## src/include/fsq_pkg.sv

```systemverilog
// Shared constants, types and step decoding for the flash command sequencer
package fsq_pkg;

  localparam int ADDR_W = 17;
  localparam int DATA_W = 8;

  localparam logic [16:0] UNLOCK1_ADDR = 17'h05555;
  localparam logic [16:0] UNLOCK2_ADDR = 17'h02aaa;
  localparam logic [7:0]  UNLOCK1_DATA = 8'haa;
  localparam logic [7:0]  UNLOCK2_DATA = 8'h55;
  localparam logic [7:0]  CMD_RESET    = 8'hf0;
  localparam logic [7:0]  CMD_PROGRAM  = 8'ha0;
  localparam logic [7:0]  CMD_ERASE    = 8'h80;
  localparam logic [7:0]  CMD_CHIP     = 8'h10;
  localparam logic [7:0]  CMD_SECTOR   = 8'h30;

  localparam int COMPLETION_POLL_BIT = 7;
  localparam int OVERTIME_FLAG_BIT   = 5;

  localparam logic [2:0] RESET_LEN   = 3'h3;
  localparam logic [2:0] PROGRAM_LEN = 3'h4;
  localparam logic [2:0] ERASE_LEN   = 3'h6;

  localparam int CLK_PERIOD_NS  = 100;
  localparam int WE_PULSE_NS    = 50;
  localparam int ADDR_HOLD_NS   = 50;
  localparam int READ_ACCESS_NS = 150;

  localparam int WE_PULSE_CYC  = (WE_PULSE_NS + CLK_PERIOD_NS - 1) / CLK_PERIOD_NS;
  localparam int ADDR_HOLD_CYC = (ADDR_HOLD_NS + CLK_PERIOD_NS - 1) / CLK_PERIOD_NS;
  localparam int READ_ACC_CYC  = (READ_ACCESS_NS + CLK_PERIOD_NS - 1) / CLK_PERIOD_NS;

  localparam logic [2:0] CNT_ZERO = 3'h0;

  typedef enum logic [2:0]
  {
    FSQ_OP_READ         = 3'h0,
    FSQ_OP_PROGRAM      = 3'h1,
    FSQ_OP_CHIP_ERASE   = 3'h2,
    FSQ_OP_SECTOR_ERASE = 3'h3,
    FSQ_OP_RESET        = 3'h4
  } fsq_op_type;

  typedef enum logic [1:0]
  {
    FSQ_BC_IDLE   = 2'h0,
    FSQ_BC_SETUP  = 2'h1,
    FSQ_BC_STROBE = 2'h2,
    FSQ_BC_HOLD   = 2'h3
  } fsq_bc_state_type;

  typedef enum logic [2:0]
  {
    FSQ_SQ_IDLE   = 3'h0,
    FSQ_SQ_WRITE  = 3'h1,
    FSQ_SQ_WAIT_W = 3'h2,
    FSQ_SQ_POLL   = 3'h3,
    FSQ_SQ_WAIT_P = 3'h4
  } fsq_sq_state_type;

  function automatic logic [2:0] fsq_seq_len(input fsq_op_type op);
    case (op)
      FSQ_OP_RESET:   fsq_seq_len = RESET_LEN;
      FSQ_OP_PROGRAM: fsq_seq_len = PROGRAM_LEN;
      default:        fsq_seq_len = ERASE_LEN;
    endcase
  endfunction

  function automatic logic [16:0] fsq_step_addr(input fsq_op_type op, input logic [2:0] idx,
                                                input logic [16:0] target);
    case (idx)
      3'h1:    fsq_step_addr = UNLOCK2_ADDR;
      3'h3:    fsq_step_addr = (op == FSQ_OP_PROGRAM) ? target : UNLOCK1_ADDR;
      3'h4:    fsq_step_addr = UNLOCK2_ADDR;
      3'h5:    fsq_step_addr = (op == FSQ_OP_SECTOR_ERASE) ? target : UNLOCK1_ADDR;
      default: fsq_step_addr = UNLOCK1_ADDR;
    endcase
  endfunction

  function automatic logic [7:0] fsq_step_data(input fsq_op_type op, input logic [2:0] idx,
                                               input logic [7:0] value);
    case (idx)
      3'h1:    fsq_step_data = UNLOCK2_DATA;
      3'h2:    fsq_step_data = (op == FSQ_OP_RESET) ? CMD_RESET :
                               (op == FSQ_OP_PROGRAM) ? CMD_PROGRAM : CMD_ERASE;
      3'h3:    fsq_step_data = (op == FSQ_OP_PROGRAM) ? value : UNLOCK1_DATA;
      3'h4:    fsq_step_data = UNLOCK2_DATA;
      3'h5:    fsq_step_data = (op == FSQ_OP_SECTOR_ERASE) ? CMD_SECTOR : CMD_CHIP;
      default: fsq_step_data = UNLOCK1_DATA;
    endcase
  endfunction

endpackage

```

## src/hdl/fsq_bus_cycle.sv

```systemverilog
// One asynchronous read or write cycle on the flash pins
`timescale 1ns/1ps
module fsq_bus_cycle
(
  input  wire  logic        clk_sys,
  input  wire  logic        reset,
  input  wire  logic        req_valid,
  input  wire  logic        req_write,
  input  wire  logic [16:0] req_addr,
  input  wire  logic [7:0]  req_data,
  output logic              req_ready,
  output logic              done,
  output logic [7:0]        rd_data,
  output logic              flash_ce_n,
  output logic              flash_oe_n,
  output logic              flash_we_n,
  output logic [16:0]       flash_addr,
  output logic [7:0]        flash_dq_out,
  output logic              flash_dq_oe,
  input  wire  logic [7:0]  flash_dq_in
);

  typedef struct packed
  {
    fsq_pkg::fsq_bc_state_type state;
    logic [2:0]                cnt;
    logic                      write;
    logic                      ce_n;
    logic                      oe_n;
    logic                      we_n;
    logic [16:0]               addr;
    logic [7:0]                dq_out;
    logic                      dq_oe;
    logic                      done;
    logic [7:0]                rd_data;
  } fsq_bc_type;

  fsq_bc_type st_ff;
  fsq_bc_type nxt_st;

  always_comb
  begin
    nxt_st      = st_ff;
    nxt_st.done = 1'b0;
    case (st_ff.state)
      fsq_pkg::FSQ_BC_IDLE:
      begin
        if (req_valid)
        begin
          nxt_st.state  = fsq_pkg::FSQ_BC_SETUP;
          nxt_st.write  = req_write;
          nxt_st.ce_n   = 1'b0;
          nxt_st.addr   = req_addr;
          nxt_st.dq_out = req_data;
          // Drive data only while the output gate is high
          nxt_st.dq_oe  = req_write;
        end
      end
      fsq_pkg::FSQ_BC_SETUP:
      begin
        nxt_st.state = fsq_pkg::FSQ_BC_STROBE;
        if (st_ff.write)
        begin
          nxt_st.we_n = 1'b0;
          nxt_st.cnt  = 3'(fsq_pkg::WE_PULSE_CYC - 1);
        end
        else
        begin
          nxt_st.oe_n = 1'b0;
          nxt_st.cnt  = 3'(fsq_pkg::READ_ACC_CYC - 1);
        end
      end
      fsq_pkg::FSQ_BC_STROBE:
      begin
        if (st_ff.cnt == fsq_pkg::CNT_ZERO)
        begin
          nxt_st.state = fsq_pkg::FSQ_BC_HOLD;
          nxt_st.cnt   = 3'(fsq_pkg::ADDR_HOLD_CYC - 1);
          nxt_st.we_n  = 1'b1;
          nxt_st.oe_n  = 1'b1;
          if (!st_ff.write)
          begin
            nxt_st.rd_data = flash_dq_in;
          end
        end
        else
        begin
          nxt_st.cnt = st_ff.cnt - 3'h1;
        end
      end
      fsq_pkg::FSQ_BC_HOLD:
      begin
        // Chip select rises after the strobe so the write strobe edge latches data
        if (st_ff.cnt == fsq_pkg::CNT_ZERO)
        begin
          nxt_st.state = fsq_pkg::FSQ_BC_IDLE;
          nxt_st.ce_n  = 1'b1;
          nxt_st.dq_oe = 1'b0;
          nxt_st.done  = 1'b1;
        end
        else
        begin
          nxt_st.cnt = st_ff.cnt - 3'h1;
        end
      end
      default:
      begin
        nxt_st = st_ff;
      end
    endcase
  end

  always_ff @(posedge clk_sys or posedge reset)
  begin
    if (reset)
    begin
      st_ff <= '{state: fsq_pkg::FSQ_BC_IDLE, cnt: 3'h0, write: 1'b0, ce_n: 1'b1,
                 oe_n: 1'b1, we_n: 1'b1, addr: 17'h00000, dq_out: 8'h00,
                 dq_oe: 1'b0, done: 1'b0, rd_data: 8'h00};
    end
    else
    begin
      st_ff <= nxt_st;
    end
  end

  assign req_ready    = (st_ff.state == fsq_pkg::FSQ_BC_IDLE);
  assign done         = st_ff.done;
  assign rd_data      = st_ff.rd_data;
  assign flash_ce_n   = st_ff.ce_n;
  assign flash_oe_n   = st_ff.oe_n;
  assign flash_we_n   = st_ff.we_n;
  assign flash_addr   = st_ff.addr;
  assign flash_dq_out = st_ff.dq_out;
  assign flash_dq_oe  = st_ff.dq_oe;
endmodule

```

## src/hdl/fsq_sequencer.sv

```systemverilog
// Host-side command sequencer that drives one byte-wide flash die
`timescale 1ns/1ps
// Summary of operation
// - Data appears on the pins only with select and gate low, strobe high.
// - Host writes by pulling strobe low with select low, gate high.
// - Each sequence starts with AA to 5555 then 55 to 2AAA.
// - Reset-to-read is F0 to 5555 as third write.
// - Byte program is unlock pair, A0 to 5555, then byte to target.
// - Host polls completion at the very location being programmed.
// - Chip erase: unlock, 80 to 5555, unlock, 10 to 5555.
// - Sector erase sixth write is 30 to an address in the sector.
module fsq_sequencer
#(
  parameter int POLL_LIMIT = 200000000
)
(
  input  wire  logic        clk_sys,
  input  wire  logic        reset,
  input  wire  logic        cmd_valid,
  output logic              cmd_ready,
  input  wire  logic [2:0]  cmd_op,
  input  wire  logic [16:0] cmd_addr,
  input  wire  logic [7:0]  cmd_data,
  output logic              resp_valid,
  output logic [7:0]        resp_data,
  output logic              resp_timeout,
  output logic              busy,
  output logic              flash_ce_n,
  output logic              flash_oe_n,
  output logic              flash_we_n,
  output logic [16:0]       flash_addr,
  output logic [7:0]        flash_dq_out,
  output logic              flash_dq_oe,
  input  wire  logic [7:0]  flash_dq_in
);

  typedef struct packed
  {
    fsq_pkg::fsq_sq_state_type state;
    fsq_pkg::fsq_op_type       op;
    logic [16:0]               addr;
    logic [7:0]                data;
    logic [2:0]                step;
    logic [7:0]                rdata;
    logic                      resp_valid;
    logic                      resp_timeout;
    logic                      timed_out;
    logic                      recheck;
    logic [27:0]               poll_cnt;
  } fsq_sq_type;

  fsq_sq_type  st_ff;
  fsq_sq_type  nxt_st;
  logic        req_valid;
  logic        req_write;
  logic [16:0] req_addr;
  logic [7:0]  req_data;
  logic        req_ready;
  logic        bc_done;
  logic [7:0]  bc_rd_data;
  logic        finished;

  // Write steps come from the shared table; polls always hit the target
  assign req_valid = (st_ff.state == fsq_pkg::FSQ_SQ_WRITE) ||
                     (st_ff.state == fsq_pkg::FSQ_SQ_POLL);
  assign req_write = (st_ff.state == fsq_pkg::FSQ_SQ_WRITE);
  assign req_addr  = req_write ? fsq_pkg::fsq_step_addr(st_ff.op, st_ff.step, st_ff.addr)
                               : st_ff.addr;
  assign req_data  = fsq_pkg::fsq_step_data(st_ff.op, st_ff.step, st_ff.data);

  // Program is done when bit 7 matches the written value, erase when it reads one
  assign finished = (st_ff.op == fsq_pkg::FSQ_OP_PROGRAM) ?
                    (bc_rd_data[fsq_pkg::COMPLETION_POLL_BIT] ==
                     st_ff.data[fsq_pkg::COMPLETION_POLL_BIT]) :
                    bc_rd_data[fsq_pkg::COMPLETION_POLL_BIT];

  always_comb
  begin
    nxt_st            = st_ff;
    nxt_st.resp_valid = 1'b0;
    case (st_ff.state)
      fsq_pkg::FSQ_SQ_IDLE:
      begin
        if (cmd_valid)
        begin
          nxt_st.op        = fsq_pkg::fsq_op_type'(cmd_op);
          nxt_st.addr      = cmd_addr;
          nxt_st.data      = cmd_data;
          nxt_st.step      = 3'h0;
          nxt_st.timed_out = 1'b0;
          nxt_st.recheck   = 1'b0;
          nxt_st.poll_cnt  = 28'h0000000;
          case (fsq_pkg::fsq_op_type'(cmd_op))
            fsq_pkg::FSQ_OP_PROGRAM,
            fsq_pkg::FSQ_OP_CHIP_ERASE,
            fsq_pkg::FSQ_OP_SECTOR_ERASE,
            fsq_pkg::FSQ_OP_RESET:
            begin
              nxt_st.state = fsq_pkg::FSQ_SQ_WRITE;
            end
            default:
            begin
              // Unknown codes fall back to a plain read, needing no command
              nxt_st.op    = fsq_pkg::FSQ_OP_READ;
              nxt_st.state = fsq_pkg::FSQ_SQ_POLL;
            end
          endcase
        end
      end
      fsq_pkg::FSQ_SQ_WRITE:
      begin
        if (req_ready)
        begin
          nxt_st.state = fsq_pkg::FSQ_SQ_WAIT_W;
        end
      end
      fsq_pkg::FSQ_SQ_WAIT_W:
      begin
        if (bc_done)
        begin
          nxt_st.step = st_ff.step + 3'h1;
          if ((st_ff.step + 3'h1) != fsq_pkg::fsq_seq_len(st_ff.op))
          begin
            nxt_st.state = fsq_pkg::FSQ_SQ_WRITE;
          end
          else if (st_ff.op == fsq_pkg::FSQ_OP_RESET)
          begin
            nxt_st.state        = fsq_pkg::FSQ_SQ_IDLE;
            nxt_st.resp_valid   = 1'b1;
            nxt_st.resp_timeout = st_ff.timed_out;
          end
          else
          begin
            // Self-timed work begins at the last strobe; no more pacing is needed
            nxt_st.state = fsq_pkg::FSQ_SQ_POLL;
          end
        end
      end
      fsq_pkg::FSQ_SQ_POLL:
      begin
        if (req_ready)
        begin
          nxt_st.state = fsq_pkg::FSQ_SQ_WAIT_P;
        end
      end
      fsq_pkg::FSQ_SQ_WAIT_P:
      begin
        if (bc_done)
        begin
          nxt_st.rdata = bc_rd_data;
          if ((st_ff.op == fsq_pkg::FSQ_OP_READ) || finished)
          begin
            nxt_st.state        = fsq_pkg::FSQ_SQ_IDLE;
            nxt_st.resp_valid   = 1'b1;
            nxt_st.resp_timeout = 1'b0;
          end
          else if (st_ff.recheck || (st_ff.poll_cnt == 28'(POLL_LIMIT)))
          begin
            // Failed operation: the reset sequence is the only way back to reads
            nxt_st.timed_out = 1'b1;
            nxt_st.op        = fsq_pkg::FSQ_OP_RESET;
            nxt_st.step      = 3'h0;
            nxt_st.state     = fsq_pkg::FSQ_SQ_WRITE;
          end
          else
          begin
            // Overtime seen: one more look at bit 7 decides, as it may have just ended
            nxt_st.recheck  = bc_rd_data[fsq_pkg::OVERTIME_FLAG_BIT];
            nxt_st.poll_cnt = st_ff.poll_cnt + 28'h0000001;
            nxt_st.state    = fsq_pkg::FSQ_SQ_POLL;
          end
        end
      end
      default:
      begin
        nxt_st.state = fsq_pkg::FSQ_SQ_IDLE;
      end
    endcase
  end

  always_ff @(posedge clk_sys or posedge reset)
  begin
    if (reset)
    begin
      st_ff <= '{state: fsq_pkg::FSQ_SQ_IDLE, op: fsq_pkg::FSQ_OP_READ, addr: 17'h00000,
                 data: 8'h00, step: 3'h0, rdata: 8'h00, resp_valid: 1'b0,
                 resp_timeout: 1'b0, timed_out: 1'b0, recheck: 1'b0, poll_cnt: 28'h0000000};
    end
    else
    begin
      st_ff <= nxt_st;
    end
  end

  assign cmd_ready    = (st_ff.state == fsq_pkg::FSQ_SQ_IDLE);
  assign busy         = (st_ff.state != fsq_pkg::FSQ_SQ_IDLE);
  assign resp_valid   = st_ff.resp_valid;
  assign resp_data    = st_ff.rdata;
  assign resp_timeout = st_ff.resp_timeout;

  fsq_bus_cycle u_bus
  (
    .clk_sys      (clk_sys),
    .reset        (reset),
    .req_valid    (req_valid),
    .req_write    (req_write),
    .req_addr     (req_addr),
    .req_data     (req_data),
    .req_ready    (req_ready),
    .done         (bc_done),
    .rd_data      (bc_rd_data),
    .flash_ce_n   (flash_ce_n),
    .flash_oe_n   (flash_oe_n),
    .flash_we_n   (flash_we_n),
    .flash_addr   (flash_addr),
    .flash_dq_out (flash_dq_out),
    .flash_dq_oe  (flash_dq_oe),
    .flash_dq_in  (flash_dq_in)
  );
endmodule

```

## config.mk

```make
export PLATFORM = sky130hd
export DESIGN_NAME = fsq_sequencer
export DESIGN_NICKNAME = d
export VERILOG_FILES = /design/src/include/fsq_pkg.sv /design/src/hdl/fsq_bus_cycle.sv /design/src/hdl/fsq_sequencer.sv
export SDC_FILE = /design/constraint.sdc
export NUM_CORES = 1
export LEC_CHECK = 0
export BUFFER_PORTS_ARGS = -buffer_cell sky130_fd_sc_hd__buf_2
export CAP_MARGIN = 10
export CORE_MARGIN = 5
export CORE_UTILIZATION = 55
export DETAILED_ROUTE_END_ITERATION = 12
export GPL_TIMING_DRIVEN = 0
export PLACE_DENSITY = 0.76
export SYNTH_ARGS = -nofsm -noshare
export SYNTH_HDL_FRONTEND = slang
export SYNTH_HIERARCHICAL = 1
export SYNTH_SLANG_ARGS = --single-unit
```

## constraint.sdc

```tcl
create_clock -name clk_sys -period 5 [get_ports clk_sys]
set_input_delay 1 -clock clk_sys [delete_from_list [all_inputs] [get_ports clk_sys]]
set_output_delay 1 -clock clk_sys [all_outputs]
set_load 0.03 [all_outputs]
```

# After elaboration in Yosys (flattened, before gate mapping)
# Index checks and enable logic that the tools add are counted.
# op_classes
addsub,3
n_eq_ne,39
mux,61
n_bitwise,1
reduce_logical,30
# op_table
op,n
2-to-1 mux 30 bit,2
case mux 30 bit (2 select lines),1
2-to-1 mux 17 bit,3
case mux 17 bit (3 select lines),1
2-to-1 mux 43 bit,1
2-to-1 mux 3 bit,14
2-to-1 mux 34 bit,1
case mux 8 bit (4 select lines),1
2-to-1 mux 29 bit,1
"adder 28 x 1 -> 28 bit, second input constant",1
"equality test 28 bit, second input constant",1
2-to-1 mux 2 bit,12
"inequality test 2 bit, second input constant",11
"equality test 3 x 2 -> 1 bit, second input constant",7
2-to-1 mux 6 bit,3
case mux 3 bit (3 select lines),2
"equality test 3 bit, second input constant",5
case mux 3 bit (5 select lines),1
AND reduction 3 bit,5
AND reduction 5 bit,3
"equality test 3 x 1 -> 1 bit, second input constant",4
"inequality test 2 x 1 -> 1 bit, second input constant",6
case mux 3 bit (2 select lines),2
AND reduction 6 bit,2
21 further kinds,44
# word_totals
regBits,118
inputBits,39
out_inout_bits,41
word_cells,156

# Longest topological paths before layout
# Gate-level depths: netlist (run 1).
# logic_depth
word_depth,8
mapped_depth,9
mapped_depth_nobuf,8

# Hierarchy
# The synthesis (run 1) kept the hierarchy.
# modules_own_cells
mod,instances,cells_each,area_each_um2,seq_area_each_um2
fsq_sequencer,1,492,4302.9,1851.8
fsq_bus_cycle,1,166,2097.0,1104.8

# Worst setup path before layout (run 1)
# OpenSTA, ideal clock, no wires.
# synth_timing
kind,flip-flop to output port
from,register st_ff[72] (netlist bit)
to,output port busy
arrival_ns,1.720
t_required_ns,4.000
path_slack_ns,2.280
stages_incl_launch_ff,4
path_buffers,1
path_cell_list,dfrtp_1 clkbuf_1 nor3_1 inv_1
# synth_between
elab_chain_cells,1
# synth_rtl
item,line,source
from (decl),fsq_sequencer.sv:52,fsq_sq_type st_ff;
from (signal assigned),fsq_sequencer.sv:185,"st_ff <= '{state: fsq_pkg::FSQ_SQ_IDLE, op: fsq_pkg::FSQ_OP_READ, addr: 17'h00000,"
from (signal assigned),fsq_sequencer.sv:191,st_ff <= nxt_st;
nonzero test 3 bit,fsq_sequencer.sv:196,assign busy = (st_ff.state != fsq_pkg::FSQ_SQ_IDLE);
to (decl),fsq_sequencer.sv:27,"output logic busy,"
# Every way passes these cells.

# Final worst setup path (run 1)
# layout_timing
from,register st_ff[72] (netlist bit)
to,output port cmd_ready
# layout_between
elab_chain_cells,1
# layout_rtl
item,line,source
logical NOT 3 bit,fsq_sequencer.sv:195,assign cmd_ready = (st_ff.state == fsq_pkg::FSQ_SQ_IDLE);
to (decl),fsq_sequencer.sv:20,"output logic cmd_ready,"
# Every way passes these cells.

==> flow_metrics.tcl, run 1 <==
set metrics [dict create \
    reg2reg_from "st_ff[72]" \
    clkPwrFrac_pct 25.3 \
    synth_warnings 6 \
    worstHoldStart "st_ff[64]" \
    hold_buffers 0 \
    grt_max_degree 48 \
    clock-sinks 118 \
    crit_type "reg -> out" \
    syn2layout_area_growth_pct 18.7 \
    ant_nets 0 \
    cap_violations 0 \
    cp_slowest_cell "nor3_1" \
    path_clk_slew_ns 0.05 \
    p_leak_uw 0.00360 \
    num_rows 39 \
    setup_tns_ns 0 \
    synth_top_cell_by_area "dfrtp_1" \
    die_h_microns 118 \
    p_sw_share_pct 38.3 \
    syn_area_sq_mm 0.00640 \
    dieArea_sq_mm 0.0139 \
    antenna_found_initial 0 \
    dpl.hpwl_mm 11.0 \
    holdWs_ns 0.478 \
    diodes 0 \
    root_buffer "clkbuf_16" \
    post_cts_resized 0 \
    ys_ff_latch 118 \
    skew_ns 0.00678 \
    worst-path-max-fanout 10 \
    synth-edff-count 0 \
    drive_above_1_share_pct 28.3 \
    fmax_mhz 360 \
    die_w_microns 118 \
    finalCritPeriodShare_pct 55.6 \
    grt_pass1_vias 5290 \
    wire_per_inst_microns 16.9 \
    syn_nets 710 \
    yosysMostFrequentCell "nand2_1" \
    dr.pass1.iters 5 \
    ys_seq_area_share_pct 46.2 \
    synth_cell_types 63 \
    io_pins 80 \
    start_util_pct 56.0 \
    postCtsSetupBuffers 0 \
    seq_power_share_pct 31.8 \
    relSlewSlack_pct 23.6 \
    tightest_slew_ns 1.14 \
    path_cells "clkbuf_1, nor3_1, buf_2" \
    setup-violations-final 0 \
    grt-ovfl-total 0 \
    drc_errors 0 \
    finalCriticalPeriod_ns 2.78 \
    gp_congestion 0.885 \
    hold_path_depth 2 \
    r2r_slack_ns 2.46 \
    ff2ff_path_depth 8 \
    seq_area_sq_mm 0.00296 \
    avgViaCountPerCell 5.65 \
    worstPathArrival_ns 1.78 \
    htree_levels 4 \
    powerDensity_mw_per_mm2 611 \
    status "finished clean" \
    cp.required_ns 4.00 \
    numCtsBuffers 17 \
    async_flop_share_pct 100 \
    drt-total-wl_mm 15.4 \
    worstReg2RegEnd "st_ff[43]" \
    io_buffer_count 79 \
    tritoncts "built" \
    avgSynthCellArea_sq_um 9.73 \
    rsz0062_at_grt "false" \
    multi_input_area_sq_mm 0.00292 \
    ir_worst_vdd_mv 0.423 \
    report.final.hold_viol_count 0 \
    synth_top_area_share_pct 45.0 \
    core-area_sq_mm 0.0114 \
    num-nets-final 810 \
    hold_path_class "reg -> reg" \
    cts_buffer_depth 2 \
    n_fill_cell 916 \
    insertion_delay_ns 0.42 \
    intPower_uw 2870 \
    synth_commonest_cells "nand2_1, dfrtp_1, buf_4" \
    final-max-slew-violation-count 0 \
    p_comb_share_pct 42.9 \
    setup.worst_path.start_class "register" \
    p_switching_uw 1780 \
    drt_iter0_markers 451 \
    gr-usage-all-layers_pct 22.9 \
    cp-end-kind "output port" \
    synthTopCellsByArea "dfrtp_1, nand2_1, mux2_2" \
    grt_pass1_wl_mm 26.0 \
    route.vias.total 5162 \
    synthFlopType "dfrtp_1" \
    holdPathEnd "st_ff[64]" \
    critical_path.max_stage_delay_ns 0.46 \
    netlist_instances 658 \
]
## power groups by stage
stage          clock network [uW]  registers, uW  logic, uW
2_1_floorplan                   0           1450       1530
3_3_place_gp                    0           1470       1910
3_5_place_dp                    0           1490       1990
4_1_cts                      1190           1470       2000
5_1_grt                      1230           1510       2180
6_report                     1170           1480       1990
## cell usage in the layout (no fill, tap or decap), types with 3 or more instances in the layout
cell type and count:
a211oi_1 6, ha_1 13, o21a_1 9, o211ai_1 3, a21oi_1 27, dfstp_2 3, nor2b_1 3, nand2_1 136
dfrtp_1 115, buf_4 43, nand4_1 8, buf_2 86, nor3_1 6, clkinv_2 4, o31a_1 3, a2111oi_0 5
clkbuf_1 18, mux2i_1 21, mux2_2 41, and2_1 4, or4_1 11, nand3_1 18, a21o_1 9, inv_1 20
nor3b_1 5, nand2b_1 19, o21ai_0 21, clkbuf_16 17, clkinvlp_4 3, nor2_1 32, nor4b_1 3, o31ai_1 7
## final cells by class
cell class                 instances  share of cell area [%]
buffer                            67                    5.75
multi-input combinational        451                    38.5
timing repair buffer              81                    5.93
clock inverter                     9                    1.35
tap                              143                    2.35
clock buffer                      22                    6.11
inverter                          22                    1.12
sequential                       118                    38.9
## how the worst max path moves through the flow
stage	startpoint	endpoint	depth (start not counted)
after floorplan	reset	resp_data[0]	1
after global placement	reset	st_ff[23]	2
after detailed placement	cmd_valid	st_ff[16]	7
after CTS	st_ff[72]	cmd_ready	3
after global routing	st_ff[71]	cmd_ready	3
final	st_ff[72]	cmd_ready	3
## per-layer routing
layer	up-vias	track usage, %	routed length, microns
met5	-	0	0
met4	0	7.38	187
met2	155	38.2	7920
met3	20	5.57	797
met1	2529	29.5	6510
li1	2458	-	-
## logic make-up after synthesis
group / after synthesis / synth area share, %
AOI/OAI and AO/OA: 110 / 12.0
xor gates and xnor gates: 2 / 0.274
adders and majority gates: 13 / 2.54
buffers and inverters: 89 / 8.11
DFF: 118 / 46.2
muxes: 62 / 10.5
and+or+nand+nor: 264 / 20.4
## critical path: cells and delay by family, from the launching register on
| kind | cells | cell delay (ns) |
|---|---|---|
| buffers and inverters | 2 | 0.51 |
| flip-flops | 1 | 0.38 |
| AND/OR/NAND/NOR | 1 | 0.46 |
## flip-flops by register name (all words and copies together), names as in the netlist
signal / count
u_bus/flash_we_n: 1
resp_timeout: 1
u_bus/flash_dq_out: 8
resp_valid: 1
u_bus/st_ff: 6
st_ff: 64
u_bus/flash_dq_oe: 1
u_bus/flash_ce_n: 1
u_bus/flash_oe_n: 1
u_bus/flash_addr: 17
u_bus/done: 1
resp_data: 8
u_bus/rd_data: 8
## metrics by stage
step / cells / util (%) / cell area (sq um) / total power, uW / setup WS [ns]
2_1_floorplan: 658 / - / 6400 / 2970 / 2.12
5_1_grt: 913 / 66.5 / 7600 / 4920 / 2.11
3_3_place_gp: 880 / 61.1 / 6970 / 3370 / 1.10
3_5_place_dp: 882 / 61.6 / 7030 / 3470 / 1.91
6_report: 913 / 66.5 / 7600 / 4650 / 2.22
4_1_cts: 913 / 66.5 / 7600 / 4670 / 2.25
Note: power is estimated with default switching activity, not from simulation.
==> run 2: changes to the inputs <==
- ABC_AREA: not set -> 1
- clock period: 5 -> 2.6 ns (I/O delays scaled with it)
==> run 2 against run 1 <==
- sequential power rose by 91%
- first-iteration DRC count rose by 11%
- largest cell class is now multi-input gates
- power rose by 96%
- critical path type is now reg -> reg
- synthesized cell count rose by 43%
- combinational power rose by 99%
- hold slack got worse by 0.38 ns
- via count rose by 22%
- highest routed layer unchanged
==> flow_metrics.tcl, run 2 <==
set metrics [dict create \
    r2r_slack_ns 0.38 \
    synth_xor_area_share_pct 0.499 \
    synthTopCellsByArea "dfrtp_1, nand2_1, nand3_1" \
    crit_type "reg -> reg" \
    worstReg2RegEnd "u_bus/flash_addr[10]" \
    syn_nets 992 \
    synth_warnings 6 \
    ys_seq_area_share_pct 42.1 \
    status "finished clean" \
    rsz0062_at_grt "false" \
    ys_ff_latch 118 \
    layout_commonest_cell "nand2_1" \
    powerDensity_mw_per_mm2 1100 \
    numCtsBuffers 17 \
    start_util_pct 55.9 \
    synth_top_cell_by_area "dfrtp_1" \
    path_clk_slew_ns 0.05 \
    cap_violations 0 \
    grt_pass1_vias 6003 \
    io_buffer_count 79 \
    hold_path_class "in -> async" \
    ff2ff_path_depth 10 \
    ir_worst_vdd_mv 0.756 \
    relSlewSlack_pct 63.5 \
    synth_fa_ha_area_share_pct 2.32 \
    synth_top_area_share_pct 41.0 \
    placed_cells 1193 \
    synth-edff-count 0 \
    p_leak_uw 0.00420 \
    synthSimpleGateAreaFrac_pct 31.1 \
    grt-ovfl-total 0 \
    netlist_instances 940 \
    cts_buffer_depth 2 \
    drt-total-wl_mm 17.3 \
    setup.worst_path.start_class "register" \
    syn2layout_area_growth_pct 17.9 \
    gr-usage-all-layers_pct 24.2 \
    num-nets-final 1092 \
    final-max-slew-violation-count 0 \
    synth_top_family_by_area "simple AND/OR/NAND/NOR gates" \
    yosysMostFrequentCell "nand2_1" \
    worstPathArrival_ns 2.52 \
    drive_above_1_share_pct 22.3 \
    ant_nets 0 \
    synth_mux_area_share_pct 4.97 \
    die_h_microns 123 \
    tightest_slew_ns 0.547 \
    root_buffer "clkbuf_16" \
    finalCritPeriodShare_pct 85.3 \
    htree_levels 4 \
    wire_per_inst_microns 14.1 \
    skew_ns 0.00884 \
    die_w_microns 123 \
    crit_start "st_ff[73]" \
    cp-endpoint "u_bus/flash_addr[10]" \
    tritoncts "built" \
    worst-path-max-fanout 11 \
    synth_compound_area_share_pct 6.79 \
    diodes 0 \
    hold_buffers 0 \
    fin_cells 1225 \
    route.vias.total 6290 \
    synth_commonest_cells "nand2_1, dfrtp_1, inv_1" \
    io_pins 80 \
    avgViaCountPerCell 5.13 \
    finalCriticalPeriod_ns 2.22 \
    drc_errors 0 \
    largest-register "st_ff" \
    dieArea_sq_mm 0.0151 \
    avgSynthCellArea_sq_um 7.47 \
    reg2reg_from "st_ff[73]" \
    grt_max_degree 47 \
    clock-sinks 118 \
    setup-violations-final 0 \
    synthFlopType "dfrtp_1" \
    gp_congestion 1.01 \
    report.final.hold_viol_count 0 \
    synth_cell_types 39 \
    drt_iter0_markers 500 \
    final_cell_mix "nand2_1, dfrtp_1, inv_1" \
    dr.pass1.iters 8 \
    insertion_delay_ns 0.42 \
    p_total_uw 9110 \
    antenna_found_initial 0 \
    fmax_mhz 451 \
    dpl.hpwl_mm 12.5 \
    core-area_sq_mm 0.0126 \
    cp-end-kind "register" \
    num_rows 41 \
    cp.required_ns 2.91 \
    syn_area_sq_mm 0.00703 \
    async_flop_share_pct 100 \
    grt_pass1_wl_mm 28.6 \
    largest_reg_flops 64 \
]
run 2: timing repair:
action | 4_1_cts | 5_1_grt
resized for setup | 0 | 1
buffers inserted | 0 | 0
endpoints found under the setup margin | 0 | 1
run 2: logic make-up (layout without fill, tap and decap cells):
| family | after synthesis | after routing |
|---|---|---|
| xor gates and xnor gates | 4 | 4 |
| AOI/OAI and AO/OA | 92 | 92 |
| and+or+nand+nor | 515 | 515 |
| adders and majority gates | 13 | 13 |
| DFF | 118 | 118 |
| buffers and inverters | 173 | 286 |
| muxes | 25 | 25 |
run 2: metal layers:
metal | track usage (%) | vias to the layer above | routed length, microns
li1 | - | 3129 | -
met4 | 7.68 | 0 | 295
met3 | 5.86 | 24 | 979
met1 | 33.1 | 2971 | 7990
met5 | 0 | - | 0
met2 | 38.0 | 166 | 7990
run 2: how the worst min path moves through the flow:
stage | startpoint | end | slack [ns] | depth (start not counted)
2_1_floorplan | st_ff[48] | st_ff[48] | 0.44 | 2
3_3_place_gp | u_bus/flash_ce_n | u_bus/flash_ce_n | 0.45 | 2
3_5_place_dp | u_bus/flash_ce_n | u_bus/flash_ce_n | 0.45 | 2
4_1_cts | reset | u_bus/rd_data[6] | 0.1 | 2
5_1_grt | reset | u_bus/rd_data[1] | 0.12 | 2
6_report | reset | u_bus/flash_dq_oe | 0.10 | 2
run 2: critical path: stages, from the launching register on:
cell,delay [ns]
dfrtp_1,0.40
nor2_1,0.40
inv_2,0.06
nor2_1,0.14
buf_2,0.28
nand2_1,0.14
inv_2,0.16
nand3_1,0.10
o21ai_1,0.11
inv_1,0.06
mux2_4,0.26
run 2: final cells by class:
type                    count  area (sq um)
fillers                  1155          4280
multi-input cells         649          3210
flip-flops and latches    118          2960
clock buffers              21           470
plain buffers              66           462
repair buffers             81           443
inverters                 107           404
well taps                 172           215
clock inverters            11           125
run 2: per-stage QoR:
| step | utilization, % | hold WS, ns | worst slack, ns | cell area (sq um) | TNS, ns |
|---|---|---|---|---|---|
| 6_report | 65.9 | 0.100 | 0.383 | 8290 | 0 |
| 5_1_grt | 65.9 | 0.118 | 0.182 | 8290 | 0 |
| 4_1_cts | 65.9 | 0.0976 | 0.270 | 8280 | 0 |
| 3_5_place_dp | 61.2 | 0.454 | 0.324 | 7690 | 0 |
| 3_3_place_gp | 60.8 | 0.450 | -0.814 | 7640 | -59.80 |
| 2_1_floorplan | - | 0.437 | 0.198 | 7030 | 0 |
run 2: power by group:
part	total (uW)	switching [uW]	leakage (uW)	internal, uW
combinational	3970	2410	0.00241	1560
clock	2330	845	0.000277	1480
sequential	2820	372	0.00151	2440
==> run 3: changes to the inputs <==
- PLACE_DENSITY: 0.76 -> not set
- PLACE_DENSITY_LB_ADDON: not set -> 0.05
- SETUP_SLACK_MARGIN: not set -> 0.4
==> run 3 against run 2 <==
- power down 0.77%
- clock skew up 0.0017 ns
- first-iteration DRC count shrank 19%
- worst setup slack improved by 0.066 ns
- sequential share of layout area shrank 0.070 points
- sequential power about the same
- hold slack improved by 0.077 ns
- critical path type unchanged
- wire length decreased by 2.0%
- largest power group unchanged
==> flow_metrics.tcl, run 3 (synthesis gave the netlist of run 2 again) <==
set metrics [dict create \
    final-max-slew-violation-count 0 \
    fin_ws_ns 0.450 \
    diodes 0 \
    setup_tns_ns 0 \
    grt-ovfl-total 0 \
    crit_type "reg -> reg" \
    io_buffer_count 79 \
    drt-total-wl_mm 16.9 \
    grt_max_degree 28 \
    io_pins 80 \
    hold_path_class "in -> async" \
    num_rows 41 \
    final_cell_mix "nand2_1, dfrtp_1, inv_1" \
    wl_met3_microns 833 \
    drt_iter0_markers 405 \
    relSlewSlack_pct 60.1 \
    wl_met1_mm 8.03 \
    worst-path-max-fanout 9 \
    p_leak_uw 0.00422 \
    cap_violations 0 \
    route.vias.total 6202 \
    worstPathArrival_ns 2.45 \
    num-nets-final 1093 \
    finalCritPeriodShare_pct 82.7 \
    n_fill_cell 1166 \
    drc_errors 0 \
    wl_met2_mm 7.69 \
    post_cts_resized 3 \
    largest-register "st_ff" \
    grt_pass1_wl_mm 28.2 \
    layout_commonest_cell "nand2_1" \
    skew_ns 0.0106 \
    powerDensity_mw_per_mm2 1090 \
    wire_per_inst_microns 13.8 \
    postCtsSetupBuffers 0 \
    path_clk_slew_ns 0.06 \
    die_h_microns 123 \
    report.final.hold_viol_count 0 \
    cp.required_ns 2.90 \
    setup-violations-final 0 \
    core-area_sq_mm 0.0126 \
    die_w_microns 123 \
    numCtsBuffers 17 \
    antenna_found_initial 0 \
    ant_nets 0 \
    largest_reg_flops 64 \
    dr.pass1.iters 5 \
    cp-end-kind "register" \
    tightest_slew_ns 0.597 \
    setup.worst_path.start_class "register" \
    dpl.hpwl_mm 12.4 \
    insertion_delay_ns 0.42 \
    hold_buffers 0 \
    fmax_mhz 465 \
    syn2layout_area_growth_pct 18.2 \
    root_buffer "clkbuf_16" \
    tritoncts "built" \
    gp_congestion 0.999 \
    ir_worst_vdd_mv 0.753 \
    drive_above_1_share_pct 22.4 \
    post-place-ws_ns 0.155 \
    rsz0062_at_grt "true" \
    grt_pass1_vias 5801 \
    dieArea_sq_mm 0.0151 \
    status "finished clean" \
    gr-usage-all-layers_pct 23.8 \
    htree_levels 4 \
    finalCriticalPeriod_ns 2.15 \
    dr.max_layer_used "met4" \
    cts_buffer_depth 2 \
    start_util_pct 55.9 \
    clock-sinks 118 \
    avgViaCountPerCell 5.06 \
]
[run 3: cell count changes in the layout (fill, tap and decap cells not counted), sizes merged]
| cell | before | now |
|---|---|---|
| clkbuf | 29 | 31 |
| clkinv | 5 | 8 |
| clkinvlp | 5 | 2 |
| inv | 106 | 105 |
[run 3: metal layers]
layer | vias up | track usage [%]
li1 | 3138 | -
met1 | 2873 | 33.4
met2 | 165 | 36.9
met3 | 26 | 5.12
met4 | 0 | 8.17
met5 | - | 0
[run 3: path summary, 6_finish.rpt]
path / endpoint / slack, ns / startpoint / cells past startpoint
worst min-delay path: u_bus/flash_addr[12] / 0.18 / reset / 2
worst min register to register: u_bus/flash_ce_n / 0.46 / u_bus/flash_ce_n / 2
worst max-delay path: u_bus/flash_addr[7] / 0.45 / st_ff[40] / 9
min in group clk_sys: st_ff[63] / 0.30 / cmd_addr[12] / 3
max in group asynchronous: resp_data[1] / 1.68 / reset / 4
worst max register to register: u_bus/flash_addr[7] / 0.45 / st_ff[40] / 9
[run 3: layout make-up]
class | count | area [sq um] | share of cell area (%)
Buffer | 66 | 464 | 5.59
Clock buffer | 22 | 464 | 5.59
Clock inverter | 10 | 106 | 1.28
Inverter | 107 | 405 | 4.88
Multi-Input combinational cell | 649 | 3230 | 38.9
Sequential cell | 118 | 2960 | 35.6
Tap cell | 172 | 215 | 2.59
Timing Repair Buffer | 82 | 463 | 5.58
[run 3: critical path, cell delays in order, from the launching register on]
cell and delay [ns]:
dfrtp_1 0.45, ha_1 0.23, ha_1 0.22, inv_1 0.09
nor2_1 0.10, inv_1 0.13, nand2_1 0.11, a21oi_4 0.29
o21ai_0 0.14, mux2_4 0.28
[run 3: where the power goes]
group	leakage [uW]	switching, uW	internal (uW)
clock network	0.000283	817	1450
logic	0.00242	2400	1570
registers	0.00151	359	2440
total	0.00422	3570	5470
[run 3: stage by stage]
stage               power [uW]  cells  hold WS [ns]  instance area (sq um)  utilization, %
floorplan                 5820    940         0.437                   7030               -
global placement          6680   1191         0.450                   7640            60.8
detailed placement        6760   1194         0.454                   7710            61.3
CTS                       9080   1226         0.181                   8290            66.0
global route              9680   1226         0.208                   8300            66.1
finish                    9040   1226         0.177                   8300            66.1
